## config.mk

```make
export PLATFORM = sky130hd
export DESIGN_NAME = system_mode_state_machine
export DESIGN_NICKNAME = d
export VERILOG_FILES = /design/src/sysmode_pkg.sv /design/src/reg_if.sv /design/src/system_mode_state_machine.sv /design/src/sync_bank.sv /design/src/ahb_reg_slave.sv
export VERILOG_INCLUDE_DIRS = /design/src
export SDC_FILE = /design/constraint.sdc
export NUM_CORES = 1
export LEC_CHECK = 0
export ABC_AREA = 1
export BUFFER_PORTS_ARGS = -buffer_cell sky130_fd_sc_hd__buf_2
export CORE_MARGIN = 3
export CORE_UTILIZATION = 53
export CTS_CLUSTER_DIAMETER = 150
export DETAILED_ROUTE_END_ITERATION = 10
export PLACE_DENSITY = 0.78
export SYNTH_ARGS = -nofsm -noshare
export SYNTH_HDL_FRONTEND = slang
export SYNTH_SLANG_ARGS = --single-unit
```

## constraint.sdc

```tcl
create_clock -name ref_clk -period 2.05 [get_ports ref_clk]
set_input_delay 0.3075 -clock ref_clk [delete_from_list [all_inputs] [get_ports ref_clk]]
set_output_delay 0.3075 -clock ref_clk [all_outputs]
set_load 0.03 [all_outputs]
```

## src/sysmode_defines.svh

```systemverilog
`ifndef SYSMODE_DEFINES_SVH
`define SYSMODE_DEFINES_SVH
// Clock rate and timing figures
`define CLK_HZ            50000000
`define RESET_DELAY_MS    10
`define FS_FILTER_MS      100
`define THERMAL_SHUTDOWN_TWO_FILTER_MS    1000
`define INT_PULSE_US      2
`define FAIL_LIMIT        3'h4
// Mode command field codes
`define CMD_NORMAL        2'h0
`define CMD_SLEEP         2'h1
`define CMD_STOP          2'h2
`define CMD_SOFT_RESET    2'h3
// Overvoltage reaction codes
`define OV_FLAG_ONLY      2'h0
`define OV_RESTART        2'h1
`define OV_FAILSAFE       2'h2
// Register byte offsets
`define OFF_MODE          8'h00
`define OFF_CONTROL       8'h04
`define OFF_DEV_STATUS    8'h08
`define OFF_WAKE_STATUS   8'h0c
`define OFF_DRAIN_SOURCE_OVERVOLT_REG          8'h10
`define OFF_FAULT_STATUS  8'h14
`define OFF_FAULT_MASK    8'h18
`define OFF_WATCHDOG_CONTROL_REG       8'h1c
// Control register fields
`define CTL_WDOFF         0
`define CTL_IRQMSK        1
`define CTL_QUIET         2
`define CTL_OV_LSB        3
`define CTL_WKEN_LSB      5
// Device status fields
`define ST_RESTART        0
`define ST_FS_ENTERED     1
`define ST_WATCHDOG_FAIL_FLAG        2
`define ST_CMD_FAIL       3
`define ST_UV             4
`define ST_OV             5
`define ST_SUPPLY_IN_UNDERVOLT_FLAG       6
// Reset and soft-reset values, fixed Fail-Safe wake sources
`define WAKE_EN_DEF       5'h07
`define FS_WAKE_SRC       5'h07
`define FMASK_DEF         4'hf
`define WD_PERIOD_DEF     4'h4
`define OV_SEL_DEF        2'h1
`endif

```

## src/sysmode_pkg.sv

```systemverilog
package sysmode_pkg;
   typedef enum logic [2:0] {
      MODE_INIT,
      MODE_NORMAL,
      MODE_STOP,
      MODE_SLEEP,
      MODE_RESTART,
      MODE_FAILSAFE
   } sys_mode_e;
endpackage : sysmode_pkg

```

## src/reg_if.sv

```systemverilog
`timescale 1ns/1ns
interface reg_if;
   logic        wr;
   logic        rd;
   logic [7:0]  addr;
   logic [31:0] wdata;
   logic [31:0] rdata;
   modport bus_side (output wr, output rd, output addr, output wdata, input rdata);
   modport reg_side (input wr, input rd, input addr, input wdata, output rdata);
endinterface : reg_if

```

## src/system_mode_state_machine.sv

```systemverilog
// The AHB-Lite interface to the registers and the register addresses were decided locally.
`timescale 1ns/1ns
`include "sysmode_defines.svh"
//Contract
// - Development mode keeps watchdog on; each bad trigger gives one interrupt pulse.
// - Watchdog-off bit in development mode suppresses both interrupt and fail flag on trigger failures.
// - Mask bit in development mode turns the interrupt off; failure then only flags.
// - Regulator short in Init blocks development mode until next power-up.
// - Power-up or soft-reset command in Normal/Stop enters Init, registers reload.
// - Soft reset pulses reset output unless the quiet bit is set.
// - Reset held low below threshold, then delay; later undervoltage means Restart.
// - No undervolt flag while regulator and supply are both low at power-up.
// - Wake events in Init are dropped.
// - Supply undervolt flag updates in Init only after reset output is high.
// - Any bus access in Init with reset high moves to Normal.
// - Bad command content in Init still goes Normal and sets command fail.
// - Normal/Stop change only by command; Stop entry with wake flags interrupts.
// - Sleep command in Stop sets command fail and goes to Restart.
// - Sleep with wake flags pending or no wake source fails to Restart.
// - Faults coinciding with Sleep entry go straight to Restart or Fail-Safe.
// - Reset output drops as soon as Sleep is accepted.
// - Sleep leaves for Restart on any enabled wake or brake short.
// - Restart holds reset low and records entry and causing wakes.
// - Restart goes Normal at reset release; watchdog window and period restart.
// - Fail-Safe exits on wake, thermal release or brake short; fail output latches.
// - Transceiver, bridge and switch faults only flag and interrupt, no mode change.
// - Fail-Safe lasts the filter time; earlier wakes are stored and honoured.
// - In development mode watchdog failures cause no Restart or Fail-Safe.
// - Four consecutive watchdog or undervoltage failures lead to Fail-Safe.
module system_mode_state_machine #(
   parameter int RST_DELAY_CYC   = `RESET_DELAY_MS * (`CLK_HZ / 1000),
   parameter int FS_FILTER_CYC   = `FS_FILTER_MS * (`CLK_HZ / 1000),
   parameter int THERMAL_SHUTDOWN_TWO_FILTER_CYC = `THERMAL_SHUTDOWN_TWO_FILTER_MS * (`CLK_HZ / 1000)
) (
   input  wire logic        ref_clk,
   input  wire logic        rst_n,
   input  wire logic        clk_en,
   input  wire logic        hsel,
   input  wire logic [31:0] haddr,
   input  wire logic [1:0]  htrans,
   input  wire logic        hwrite,
   input  wire logic [2:0]  hsize,
   input  wire logic [31:0] hwdata,
   input  wire logic        hready,
   output logic             hreadyout,
   output logic             hresp,
   output logic [31:0]      hrdata,
   input  wire logic        main_reg_below_rt,
   input  wire logic        supply_input_uv,
   input  wire logic        main_reg_short_gnd,
   input  wire logic        main_reg_overvolt,
   input  wire logic        thermal_shutdown_two,
   input  wire logic [4:0]  wake_events,
   input  wire logic        brake_short_in,
   input  wire logic [3:0]  fault_events,
   input  wire logic        dev_mode_strap,
   input  wire logic        wd_trigger_fail,
   input  wire logic        wd_trigger_ok,
   output logic             reset_n_out,
   output logic             interrupt_n_out,
   output logic             fail_safe_out,
   output logic             main_reg_enable,
   output logic             wd_enable,
   output logic             wd_open_window_start,
   output logic [3:0]       wd_period,
   output logic             dev_mode_active
);
   localparam int TMR_W    = 26;
   localparam int INT_CYC  = `INT_PULSE_US * (`CLK_HZ / 1000000);
   reg_if rif ();
   sysmode_pkg::sys_mode_e state_q, state_d;
   logic             s_vlow, s_suv, s_short, s_ov, s_tsd, s_brk, s_strap;
   logic [4:0]       s_wake;
   logic [3:0]       s_fault;
   logic [TMR_W-1:0] tmr_q, tsd_tmr_q;
   logic [7:0]       int_cnt_q;
   logic [2:0]       wd_cnt_q, uv_cnt_q;
   logic             rst_out_q, rst_out_d, pwrup_q, sdm_q, sdm_block_q;
   logic             vlow_prev_q, fs_pend_q, fs_tsd_q;
   logic             wd_off_q, irq_mask_q, quiet_q;
   logic [1:0]       ov_sel_q;
   logic [4:0]       wake_en_q, wake_q;
   logic [3:0]       fmask_q, fault_q, wd_period_q;
   logic [6:0]       dstat_q;
   logic             drain_source_overvolt_reg_q;
   function automatic logic wr_hit(input logic wr, input logic [7:0] a, input logic [7:0] off);
      wr_hit = wr && (a == off);
   endfunction : wr_hit
   // Register bus slave
   ahb_reg_slave u_bus (
      .ref_clk   (ref_clk),
      .rst_n     (rst_n),
      .clk_en    (clk_en),
      .hsel      (hsel),
      .haddr     (haddr),
      .htrans    (htrans),
      .hwrite    (hwrite),
      .hwdata    (hwdata),
      .hready    (hready),
      .hreadyout (hreadyout),
      .hrdata    (hrdata),
      .bus       (rif)
   );
   // Pin inputs cross into the clock domain
   sync_bank #(.W(16)) u_sync (
      .ref_clk (ref_clk),
      .rst_n   (rst_n),
      .clk_en  (clk_en),
      .d       ({main_reg_below_rt, supply_input_uv, main_reg_short_gnd, main_reg_overvolt,
                 thermal_shutdown_two, wake_events, brake_short_in, fault_events, dev_mode_strap}),
      .q       ({s_vlow, s_suv, s_short, s_ov, s_tsd, s_wake, s_brk, s_fault, s_strap})
   );
   // Bus command decode
   logic       acc, cmd_wr, in_init, in_run, in_fs;
   logic [1:0] cmd;
   assign hresp   = 1'b0;
   assign acc     = rif.wr | rif.rd;
   assign cmd_wr  = wr_hit(rif.wr, rif.addr, `OFF_MODE);
   assign cmd     = rif.wdata[1:0];
   assign in_init = (state_q == sysmode_pkg::MODE_INIT);
   assign in_fs   = (state_q == sysmode_pkg::MODE_FAILSAFE);
   assign in_run  = (state_q == sysmode_pkg::MODE_NORMAL) | (state_q == sysmode_pkg::MODE_STOP);
   // Fault causes for mode changes
   logic uv_ev, wd_ev, ov_rs, ov_fs, to_fs, to_rs, flags_any, sleep_bad, rel_ok;
   logic fs_done, tsd_done, fs_wake, sleep_wake;
   assign uv_ev      = s_vlow & ~vlow_prev_q & ~pwrup_q;
   assign wd_ev      = wd_trigger_fail & ~sdm_q;
   assign ov_rs      = s_ov & (ov_sel_q == `OV_RESTART);
   assign ov_fs      = s_ov & (ov_sel_q == `OV_FAILSAFE);
   assign to_fs      = s_tsd | s_short | ov_fs | (wd_ev & (3'(wd_cnt_q + 3'h1) == `FAIL_LIMIT))
                       | (uv_ev & (3'(uv_cnt_q + 3'h1) == `FAIL_LIMIT));
   assign to_rs      = uv_ev | ov_rs | wd_ev;
   assign flags_any  = (|wake_q) | drain_source_overvolt_reg_q;
   assign sleep_bad  = flags_any | ~(|wake_en_q);
   assign rel_ok     = ~s_vlow & (tmr_q >= TMR_W'(RST_DELAY_CYC));
   assign fs_done    = tmr_q >= TMR_W'(FS_FILTER_CYC);
   assign tsd_done   = fs_tsd_q & (tsd_tmr_q >= TMR_W'(THERMAL_SHUTDOWN_TWO_FILTER_CYC));
   assign fs_wake    = (|(s_wake & `FS_WAKE_SRC)) | s_brk;
   assign sleep_wake = (|(s_wake & wake_en_q)) | s_brk;
   // Mode transitions
   always_comb begin
      state_d = state_q;
      case (state_q)
         sysmode_pkg::MODE_INIT: begin
            if (s_short) state_d = sysmode_pkg::MODE_FAILSAFE;
            else if (rst_out_q && acc) state_d = sysmode_pkg::MODE_NORMAL;
         end
         sysmode_pkg::MODE_NORMAL: begin
            if (to_fs) state_d = sysmode_pkg::MODE_FAILSAFE;
            else if (to_rs) state_d = sysmode_pkg::MODE_RESTART;
            else if (cmd_wr) begin
               case (cmd)
                  `CMD_SOFT_RESET: state_d = sysmode_pkg::MODE_INIT;
                  `CMD_STOP:       state_d = sysmode_pkg::MODE_STOP;
                  `CMD_SLEEP:      state_d = sleep_bad ? sysmode_pkg::MODE_RESTART
                                                       : sysmode_pkg::MODE_SLEEP;
                  default:         state_d = state_q;
               endcase
            end
         end
         sysmode_pkg::MODE_STOP: begin
            if (to_fs) state_d = sysmode_pkg::MODE_FAILSAFE;
            else if (to_rs) state_d = sysmode_pkg::MODE_RESTART;
            else if (cmd_wr) begin
               case (cmd)
                  `CMD_SOFT_RESET: state_d = sysmode_pkg::MODE_INIT;
                  `CMD_NORMAL:     state_d = sysmode_pkg::MODE_NORMAL;
                  `CMD_SLEEP:      state_d = sysmode_pkg::MODE_RESTART;
                  default:         state_d = state_q;
               endcase
            end
         end
         sysmode_pkg::MODE_SLEEP: begin
            if (s_tsd || ov_fs) state_d = sysmode_pkg::MODE_FAILSAFE;
            else if (sleep_wake || ov_rs) state_d = sysmode_pkg::MODE_RESTART;
         end
         sysmode_pkg::MODE_RESTART: begin
            if (s_short) state_d = sysmode_pkg::MODE_FAILSAFE;
            else if (rel_ok) state_d = sysmode_pkg::MODE_NORMAL;
         end
         sysmode_pkg::MODE_FAILSAFE: begin
            if (fs_done && (fs_pend_q || fs_wake || tsd_done))
               state_d = sysmode_pkg::MODE_RESTART;
         end
         default: state_d = sysmode_pkg::MODE_INIT;
      endcase
   end
   // Transition strobes
   logic chg, soft_go, enter_fs, enter_rs, leave_fs, stop_in, rs_to_norm;
   assign chg        = (state_d != state_q);
   assign soft_go    = chg & in_run & (state_d == sysmode_pkg::MODE_INIT);
   assign enter_fs   = chg & (state_d == sysmode_pkg::MODE_FAILSAFE);
   assign enter_rs   = chg & (state_d == sysmode_pkg::MODE_RESTART);
   assign leave_fs   = in_fs & chg;
   assign stop_in    = chg & (state_d == sysmode_pkg::MODE_STOP);
   assign rs_to_norm = (state_q == sysmode_pkg::MODE_RESTART) & chg;
   // Reset output level per mode
   always_comb begin
      case (state_d)
         sysmode_pkg::MODE_NORMAL,
         sysmode_pkg::MODE_STOP: rst_out_d = 1'b1;
         sysmode_pkg::MODE_INIT: rst_out_d = soft_go ? quiet_q : (rst_out_q | rel_ok);
         default:                rst_out_d = 1'b0;
      endcase
   end
   // Mode, reset output and timers
   always_ff @(posedge ref_clk or negedge rst_n) begin
      if (!rst_n) begin
         state_q              <= sysmode_pkg::MODE_INIT;
         rst_out_q            <= 1'b0;
         wd_open_window_start <= 1'b0;
         tmr_q                <= '0;
      end else if (clk_en) begin
         state_q              <= state_d;
         rst_out_q            <= rst_out_d;
         wd_open_window_start <= rst_out_d & ~rst_out_q;
         if (chg || (s_vlow && !in_fs)) tmr_q <= '0;
         else if (!(&tmr_q)) tmr_q <= tmr_q + 1'b1;
      end
   end

   // Thermal release filter and stored Fail-Safe wakes
   always_ff @(posedge ref_clk or negedge rst_n) begin
      if (!rst_n) begin
         tsd_tmr_q <= '0;
         fs_pend_q <= 1'b0;
         fs_tsd_q  <= 1'b0;
      end else if (clk_en) begin
         tsd_tmr_q <= (s_tsd || !in_fs) ? '0 : ((&tsd_tmr_q) ? tsd_tmr_q : tsd_tmr_q + 1'b1);
         fs_pend_q <= in_fs & ~chg & (fs_pend_q | fs_wake);
         fs_tsd_q  <= enter_fs ? s_tsd : (fs_tsd_q & in_fs);
      end
   end

   // Power-up tracking and development mode latch
   always_ff @(posedge ref_clk or negedge rst_n) begin
      if (!rst_n) begin
         pwrup_q     <= 1'b1;
         sdm_q       <= 1'b0;
         sdm_block_q <= 1'b0;
         vlow_prev_q <= 1'b0;
      end else if (clk_en) begin
         vlow_prev_q <= s_vlow;
         if (rst_out_d) pwrup_q <= 1'b0;
         if (in_init && s_short) sdm_block_q <= 1'b1;
         if (in_init && pwrup_q && s_strap && !sdm_block_q && !s_short) sdm_q <= 1'b1;
      end
   end

   // Consecutive failure counters
   always_ff @(posedge ref_clk or negedge rst_n) begin
      if (!rst_n) begin
         wd_cnt_q <= 3'h0;
         uv_cnt_q <= 3'h0;
      end else if (clk_en) begin
         if (enter_fs || wd_trigger_ok) wd_cnt_q <= 3'h0;
         else if (wd_ev && in_run) wd_cnt_q <= 3'(wd_cnt_q + 3'h1);
         if (enter_fs || wd_trigger_ok) uv_cnt_q <= 3'h0;
         else if (uv_ev && in_run) uv_cnt_q <= 3'(uv_cnt_q + 3'h1);
      end
   end

   // Control register writes, soft reset restores defaults
   logic ctl_wr, msk_wr, wdc_wr;
   assign ctl_wr = wr_hit(rif.wr, rif.addr, `OFF_CONTROL);
   assign msk_wr = wr_hit(rif.wr, rif.addr, `OFF_FAULT_MASK);
   assign wdc_wr = wr_hit(rif.wr, rif.addr, `OFF_WATCHDOG_CONTROL_REG);
   always_ff @(posedge ref_clk or negedge rst_n) begin
      if (!rst_n) begin
         {wd_off_q, irq_mask_q, quiet_q} <= 3'h0;
         ov_sel_q    <= `OV_SEL_DEF;
         wake_en_q   <= `WAKE_EN_DEF;
         fmask_q     <= `FMASK_DEF;
         wd_period_q <= `WD_PERIOD_DEF;
      end else if (clk_en) begin
         if (soft_go) begin
            {wd_off_q, irq_mask_q, quiet_q} <= 3'h0;
            ov_sel_q  <= `OV_SEL_DEF;
            wake_en_q <= `WAKE_EN_DEF;
            fmask_q   <= `FMASK_DEF;
         end else begin
            if (ctl_wr) begin
               wd_off_q   <= rif.wdata[`CTL_WDOFF];
               irq_mask_q <= rif.wdata[`CTL_IRQMSK];
               quiet_q    <= rif.wdata[`CTL_QUIET];
               ov_sel_q   <= rif.wdata[`CTL_OV_LSB +: 2];
               wake_en_q  <= rif.wdata[`CTL_WKEN_LSB +: 5];
            end
            if (msk_wr) fmask_q <= rif.wdata[3:0];
         end
         if (soft_go || rs_to_norm) wd_period_q <= `WD_PERIOD_DEF;
         else if (wdc_wr) wd_period_q <= rif.wdata[3:0];
      end
   end

   // Sticky status: set wins over write-one-to-clear
   logic [6:0] dstat_set, dstat_clr;
   logic [4:0] wk_en_eff, wk_set, wk_clr;
   logic [3:0] flt_clr;
   logic       drain_source_overvolt_reg_set, drain_source_overvolt_reg_clr, cmd_bad, wd_flag;
   assign cmd_bad   = cmd_wr & ((in_init & (cmd != `CMD_NORMAL))
                      | ((state_q == sysmode_pkg::MODE_STOP) & (cmd == `CMD_SLEEP))
                      | ((state_q == sysmode_pkg::MODE_NORMAL) & (cmd == `CMD_SLEEP) & sleep_bad));
   assign wd_flag   = wd_trigger_fail & in_run & ~(sdm_q & wd_off_q);
   assign dstat_set = {s_suv & (~in_init | rst_out_q),
                       s_ov,
                       s_vlow & ~(pwrup_q & s_suv),
                       cmd_bad,
                       wd_flag,
                       leave_fs,
                       enter_rs};
   assign dstat_clr = {7{wr_hit(rif.wr, rif.addr, `OFF_DEV_STATUS)}} & rif.wdata[6:0];
   assign wk_en_eff = in_init ? 5'h00 : (in_fs ? `FS_WAKE_SRC : wake_en_q);
   assign wk_set    = s_wake & wk_en_eff;
   assign wk_clr    = {5{wr_hit(rif.wr, rif.addr, `OFF_WAKE_STATUS)}} & rif.wdata[4:0];
   assign drain_source_overvolt_reg_set  = s_brk & ~in_init;
   assign drain_source_overvolt_reg_clr  = wr_hit(rif.wr, rif.addr, `OFF_DRAIN_SOURCE_OVERVOLT_REG) & rif.wdata[0];
   assign flt_clr   = {4{wr_hit(rif.wr, rif.addr, `OFF_FAULT_STATUS)}} & rif.wdata[3:0];
   always_ff @(posedge ref_clk or negedge rst_n) begin
      if (!rst_n) begin
         dstat_q <= 7'h00;
         wake_q  <= 5'h00;
         drain_source_overvolt_reg_q  <= 1'b0;
         fault_q <= 4'h0;
      end else if (clk_en) begin
         dstat_q <= soft_go ? 7'h00 : ((dstat_q & ~dstat_clr) | dstat_set);
         wake_q  <= (soft_go || enter_fs) ? 5'h00 : ((wake_q & ~wk_clr) | wk_set);
         drain_source_overvolt_reg_q  <= (soft_go || enter_fs) ? 1'b0 : ((drain_source_overvolt_reg_q & ~drain_source_overvolt_reg_clr) | drain_source_overvolt_reg_set);
         fault_q <= soft_go ? 4'h0 : ((fault_q & ~flt_clr) | s_fault);
      end
   end

   // Interrupt sources stretched into one low pulse
   logic irq_req;
   assign irq_req = (wd_trigger_fail & in_run & sdm_q & ~wd_off_q & ~irq_mask_q)
                    | (|(s_fault & ~fault_q & fmask_q))
                    | (in_run & (|(wk_set & ~wake_q)))
                    | (stop_in & flags_any);
   always_ff @(posedge ref_clk or negedge rst_n) begin
      if (!rst_n) begin
         int_cnt_q <= 8'h00;
      end else if (clk_en) begin
         if (irq_req && int_cnt_q == 8'h00) int_cnt_q <= 8'(INT_CYC);
         else if (int_cnt_q != 8'h00) int_cnt_q <= 8'(int_cnt_q - 8'h01);
      end
   end

   // Register read multiplexer
   assign rif.rdata = (rif.addr == `OFF_MODE)         ? {29'h0, state_q} :
                      (rif.addr == `OFF_CONTROL)      ? {22'h0, wake_en_q, ov_sel_q, quiet_q, irq_mask_q, wd_off_q} :
                      (rif.addr == `OFF_DEV_STATUS)   ? {24'h0, sdm_q, dstat_q} :
                      (rif.addr == `OFF_WAKE_STATUS)  ? {27'h0, wake_q} :
                      (rif.addr == `OFF_DRAIN_SOURCE_OVERVOLT_REG)         ? {31'h0, drain_source_overvolt_reg_q} :
                      (rif.addr == `OFF_FAULT_STATUS) ? {28'h0, fault_q} :
                      (rif.addr == `OFF_FAULT_MASK)   ? {28'h0, fmask_q} :
                      (rif.addr == `OFF_WATCHDOG_CONTROL_REG)      ? {28'h0, wd_period_q} : 32'h0000_0000;

   // Pin outputs
   assign reset_n_out     = rst_out_q;
   assign interrupt_n_out = (int_cnt_q == 8'h00);
   assign fail_safe_out   = in_fs | dstat_q[`ST_FS_ENTERED];
   assign main_reg_enable = ~in_fs & (state_q != sysmode_pkg::MODE_SLEEP);
   assign wd_enable       = in_run & ~(sdm_q & wd_off_q);
   assign wd_period       = wd_period_q;
   assign dev_mode_active = sdm_q;
endmodule : system_mode_state_machine

```

## src/sync_bank.sv

```systemverilog
`timescale 1ns/1ns
module sync_bank #(
   parameter int W = 1
) (
   input  wire logic         ref_clk,
   input  wire logic         rst_n,
   input  wire logic         clk_en,
   input  wire logic [W-1:0] d,
   output logic      [W-1:0] q
);
   // Two-flop synchroniser per bit
   for (genvar i = 0; i < W; i++) begin : g_bit
      logic meta_q;
      always_ff @(posedge ref_clk or negedge rst_n) begin
         if (!rst_n) begin
            meta_q <= 1'b0;
            q[i]   <= 1'b0;
         end else if (clk_en) begin
            meta_q <= d[i];
            q[i]   <= meta_q;
         end
      end
   end
endmodule : sync_bank

```

## src/ahb_reg_slave.sv

```systemverilog
`timescale 1ns/1ns
module ahb_reg_slave (
   input  wire logic        ref_clk,
   input  wire logic        rst_n,
   input  wire logic        clk_en,
   input  wire logic        hsel,
   input  wire logic [31:0] haddr,
   input  wire logic [1:0]  htrans,
   input  wire logic        hwrite,
   input  wire logic [31:0] hwdata,
   input  wire logic        hready,
   output logic             hreadyout,
   output logic [31:0]      hrdata,
   reg_if.bus_side          bus
);
   logic       dp1_q;
   logic       wr_q;
   logic [7:0] addr_q;
   logic       take;

   // Address phase accepted on NONSEQ or SEQ
   assign take = hsel & hready & htrans[1];

   // One wait state, then the data phase completes
   assign hreadyout = ~dp1_q;
   assign bus.wr    = dp1_q & wr_q;
   assign bus.rd    = dp1_q & ~wr_q;
   assign bus.addr  = addr_q;
   assign bus.wdata = hwdata;

   // Address phase capture
   always_ff @(posedge ref_clk or negedge rst_n) begin
      if (!rst_n) begin
         dp1_q  <= 1'b0;
         wr_q   <= 1'b0;
         addr_q <= 8'h00;
      end else if (clk_en) begin
         dp1_q <= take;
         if (take) begin
            wr_q   <= hwrite;
            addr_q <= haddr[7:0];
         end
      end
   end

   // Read data registered in the wait cycle
   always_ff @(posedge ref_clk or negedge rst_n) begin
      if (!rst_n) begin
         hrdata <= 32'h0000_0000;
      end else if (clk_en && bus.rd) begin
         hrdata <= bus.rdata;
      end
   end
endmodule : ahb_reg_slave

```

==> metrics.md <==
| Metric | Value |
|---|---|
| Layout cells sized above 1 | 32.4% |
| Die Height | 140 um |
| Global-route wire length before repair | 48200 um |
| Final setup viols | 90 |
| Static Leak | 6.59 nW |
| Final Cycle Share | 127% |
| Initial Utilization | 54.6% |
| Antenna Nets Post-Route | 0 |
| RePlAce Congestion | 1.01 |
| Clk_lat worst skew | 0.44 ns |
| PD cells | 1050 nW/um2 |
| Routed len/inst | 16.7 um |
| Worst Path Max Fanout | 6 |
| # clock sinks | 164 |
| Most used cell, CP | nand2_1 |
| Least-Margin Pin Slew | 0.496 ns |
| Core Area | 17500 um2 |
| TritonRoute pass-1 iters | 5 |
| Status | complete, but fails checks |
| CP cell instances | nand2_1 > nor2_2 > nor2_1 > nand2_1 > nand2_1 > a21oi_2 > nand3_2 > nor2_4 > nand3_4 > nand2_2 > nand2_2 > nand2_4 > inv_4 > o21ai_4 > nand2_8 > clkbuf_16 > nand3_2 > nand2_1 |
| GRT Overall Usage | 30.1% |
| Utilization after layout | 76.0% |
| Syn_area_per_cell | 7.32 um2 |
| Hpwl dp | 20800 um |
| Sequential share of the synthesized area | 43.2% |
| Relative slew slack | 66.8% |
| Pin count of the biggest net entering global routing | 74 |
| MaxCap Viol Count | 0 |
| Synth warn | 0 |
| Failing checks | setup timing |
| Buffers added on ports | 64 |
| Num ports | 138 |
| CP Class | reg2reg |
| Synth unique cells | 53 |
| Total Power | 13.9 mW |
| Setup crit end kind | register |
| Clk_skew | 0.0141 ns |
| Initial antenna violation count | 0 |
| Peak VDD IR | 0.849 mV |
| Std-Cell Rows | 48 |
| Die span in x | 140 um |
| RSZ-0062 raised after global routing | true |
| P&R area growth vs syn | 39.2% |
| DP Cell Count | 1782 |
| Fin. max-slew vios | 0 |
| Worst Setup Start Kind | register |
| Fmax | 383 MHz |
| Routed WL | 31100 um |
| Worst-path clk slew | 0.07 ns |
| R2R Setup Slk | -0.56 ns |
| Req. time, crit path | 2.37 ns |
| Worst hold path type | in2reg |
| Worst endpoint data arrival time | 2.93 ns |
| Most common cell after layout, fill and taps aside | nand2_1 |
| Clock Path Buffers | 2 |
| Vias per inst | 5.54 |
| Post-Syn Instances | 1303 |
| DIE AREA | 19600 um2 |
| Final hold vios | 0 |
| Mapped Area | 9540 um2 |
| DRT iter0 DRCs | 965 |
| H-tree levels | 4 |
| Setup ws final | -0.559 ns |
| DRC Markers | 0 |
| Crit-path max cell delay | 0.55 ns |
| Clock Root Buffer | clkbuf_16 |
| Vias after detailed routing | 10300 |
| Final nets | 1727 |
| Antenna cells | 0 |
| Most frequent cells in the layout | 367 x nand2_1, 239 x buf_4, 150 x dfrtp_1 |
| Grt ovf | 0 |
| CTS tree | yes |
| Finished Layout Cells | 1862 |
| Final min period | 2.61 ns |
| Total negative slack | -33.81 ns |
| Slowest CP cell | dfstp_2 |
| Fill count | 1177 |
| Vias in the first global route | 10200 |
| TritonCTS Buffers | 17 |
| #FFs+latches synth | 164 |
where the power goes:
part / switching (mW) / total [mW] / internal (mW)
combinational: 3.66 / 6.34 / 2.68
clock: 1.40 / 3.13 / 1.73
sequential: 0.539 / 4.45 / 3.91
flip-flops by register name, summed over array words and instances (netlist names), 7 cells and up:
signal               count
tmr_q                   26
tsd_tmr_q               26
u_sync.g_bit.meta_q     16
u_sync.q                16
u_bus.hrdata            10
int_cnt_q                8
u_bus.bus.addr           8
dstat_q                  7
stage by stage:
step / hold slack, ns / cell area, um2 / setup WS, ns
after floorplan: 0.0119 / 9660 / -0.154
after global placement: 0.240 / 11700 / -0.532
after detailed placement: 0.237 / 11700 / -0.547
after CTS: 0.0564 / 12800 / -0.384
after global routing: 0.0715 / 13300 / -0.752
final: 0.0598 / 13300 / -0.559
logic make-up (layout without fill, tap and decap cells):
family / count (synthesis) / count (layout) / synth area share [%]
simple gates: 702 / 705 / 31.7
flops: 164 / 164 / 43.2
xor+xnor: 33 / 33 / 3.03
other cells: 1 / 23 / 0.0393
compound gates: 185 / 185 / 11.3
buf+inv: 208 / 517 / 9.51
fa+ha+maj: 10 / 10 / 1.31
worst paths after layout:
check,startpoint,to,cells past startpoint
worst min-delay path,haddr[1],u_bus.bus.addr[1],3
min in group asynchronous,rst_n,tmr_q[6],2
worst max register to register,ov_sel_q[0],tmr_q[24],18
worst max-delay path,ov_sel_q[0],tmr_q[24],18
max in group asynchronous,rst_n,tsd_tmr_q[2],3
worst min register to register,sdm_block_q,sdm_block_q,2
layer usage:
layer / vias to the layer above / GRT usage (%) / wire, um
li1: 4821 / - / -
met1: 4879 / 35.2 / 11800
met2: 472 / 53.1 / 15600
met3: 146 / 5.02 / 1950
met4: 0 / 15.6 / 1770
met5: - / 0 / 0
synthesized netlist by cell type, drive strengths merged:
library cell	instances	share of area (%)
dfstp	10	2.8
nand3	90	4.9
clkinv	2	0.079
conb	1	0.039
a22o	1	0.092
ha	10	1.3
buf	39	2.9
nor3	38	2.0
o211ai	3	0.24
o31ai	3	0.24
o211a	1	0.10
a21oi	52	3.0
o41ai	1	0.092
o22ai	13	0.85
a211oi	2	0.16
a21boi	2	0.16
a2111oi	1	0.092
clkbuf	15	0.59
o21ai	86	4.7
o21a	2	0.16
nor4	8	0.59
inv	152	6.0
nor2	138	5.9
dfrtp	154	40
nand3b	5	0.39
nand4	21	1.4
nor4b	1	0.092
xor2	24	2.2
o221ai	1	0.092
a221oi	2	0.18
a22oi	4	0.31
o22a	1	0.092
xnor2	9	0.83
nand2	398	16
nor3b	3	0.24
o2111ai	3	0.28
a311oi	1	0.092
a31oi	6	0.39
worst max-delay path, delay by kind of cell (launching register included):
family / cells / cell delay (ns)
flops: 1 / 0.55
compound gates: 2 / 0.30
buf+inv: 2 / 0.27
simple gates: 14 / 1.39
what timing repair did:
action / CTS / global route
pin swaps: 35 / 37
gates resized for setup: 95 / 98
hold buffers: 1 / 0
hold endpoints to repair: 31 / 0
cloned: 3 / 1
buffers inserted: 30 / 18
endpoints found under the setup margin: 98 / 106
cell type report:
type                            count  area [um2]  area share [%]
Clock buffer                       21         450            3.39
Clock inverter                     11         116           0.876
Timing Repair Buffer              331        2520            19.0
Tap cell                          225         282            2.12
Inverter                          154         599            4.51
Multi-Input combinational cell    956        5190            39.1
Sequential cell                   164        4120            31.0
(Power assumes the default switching activity.)
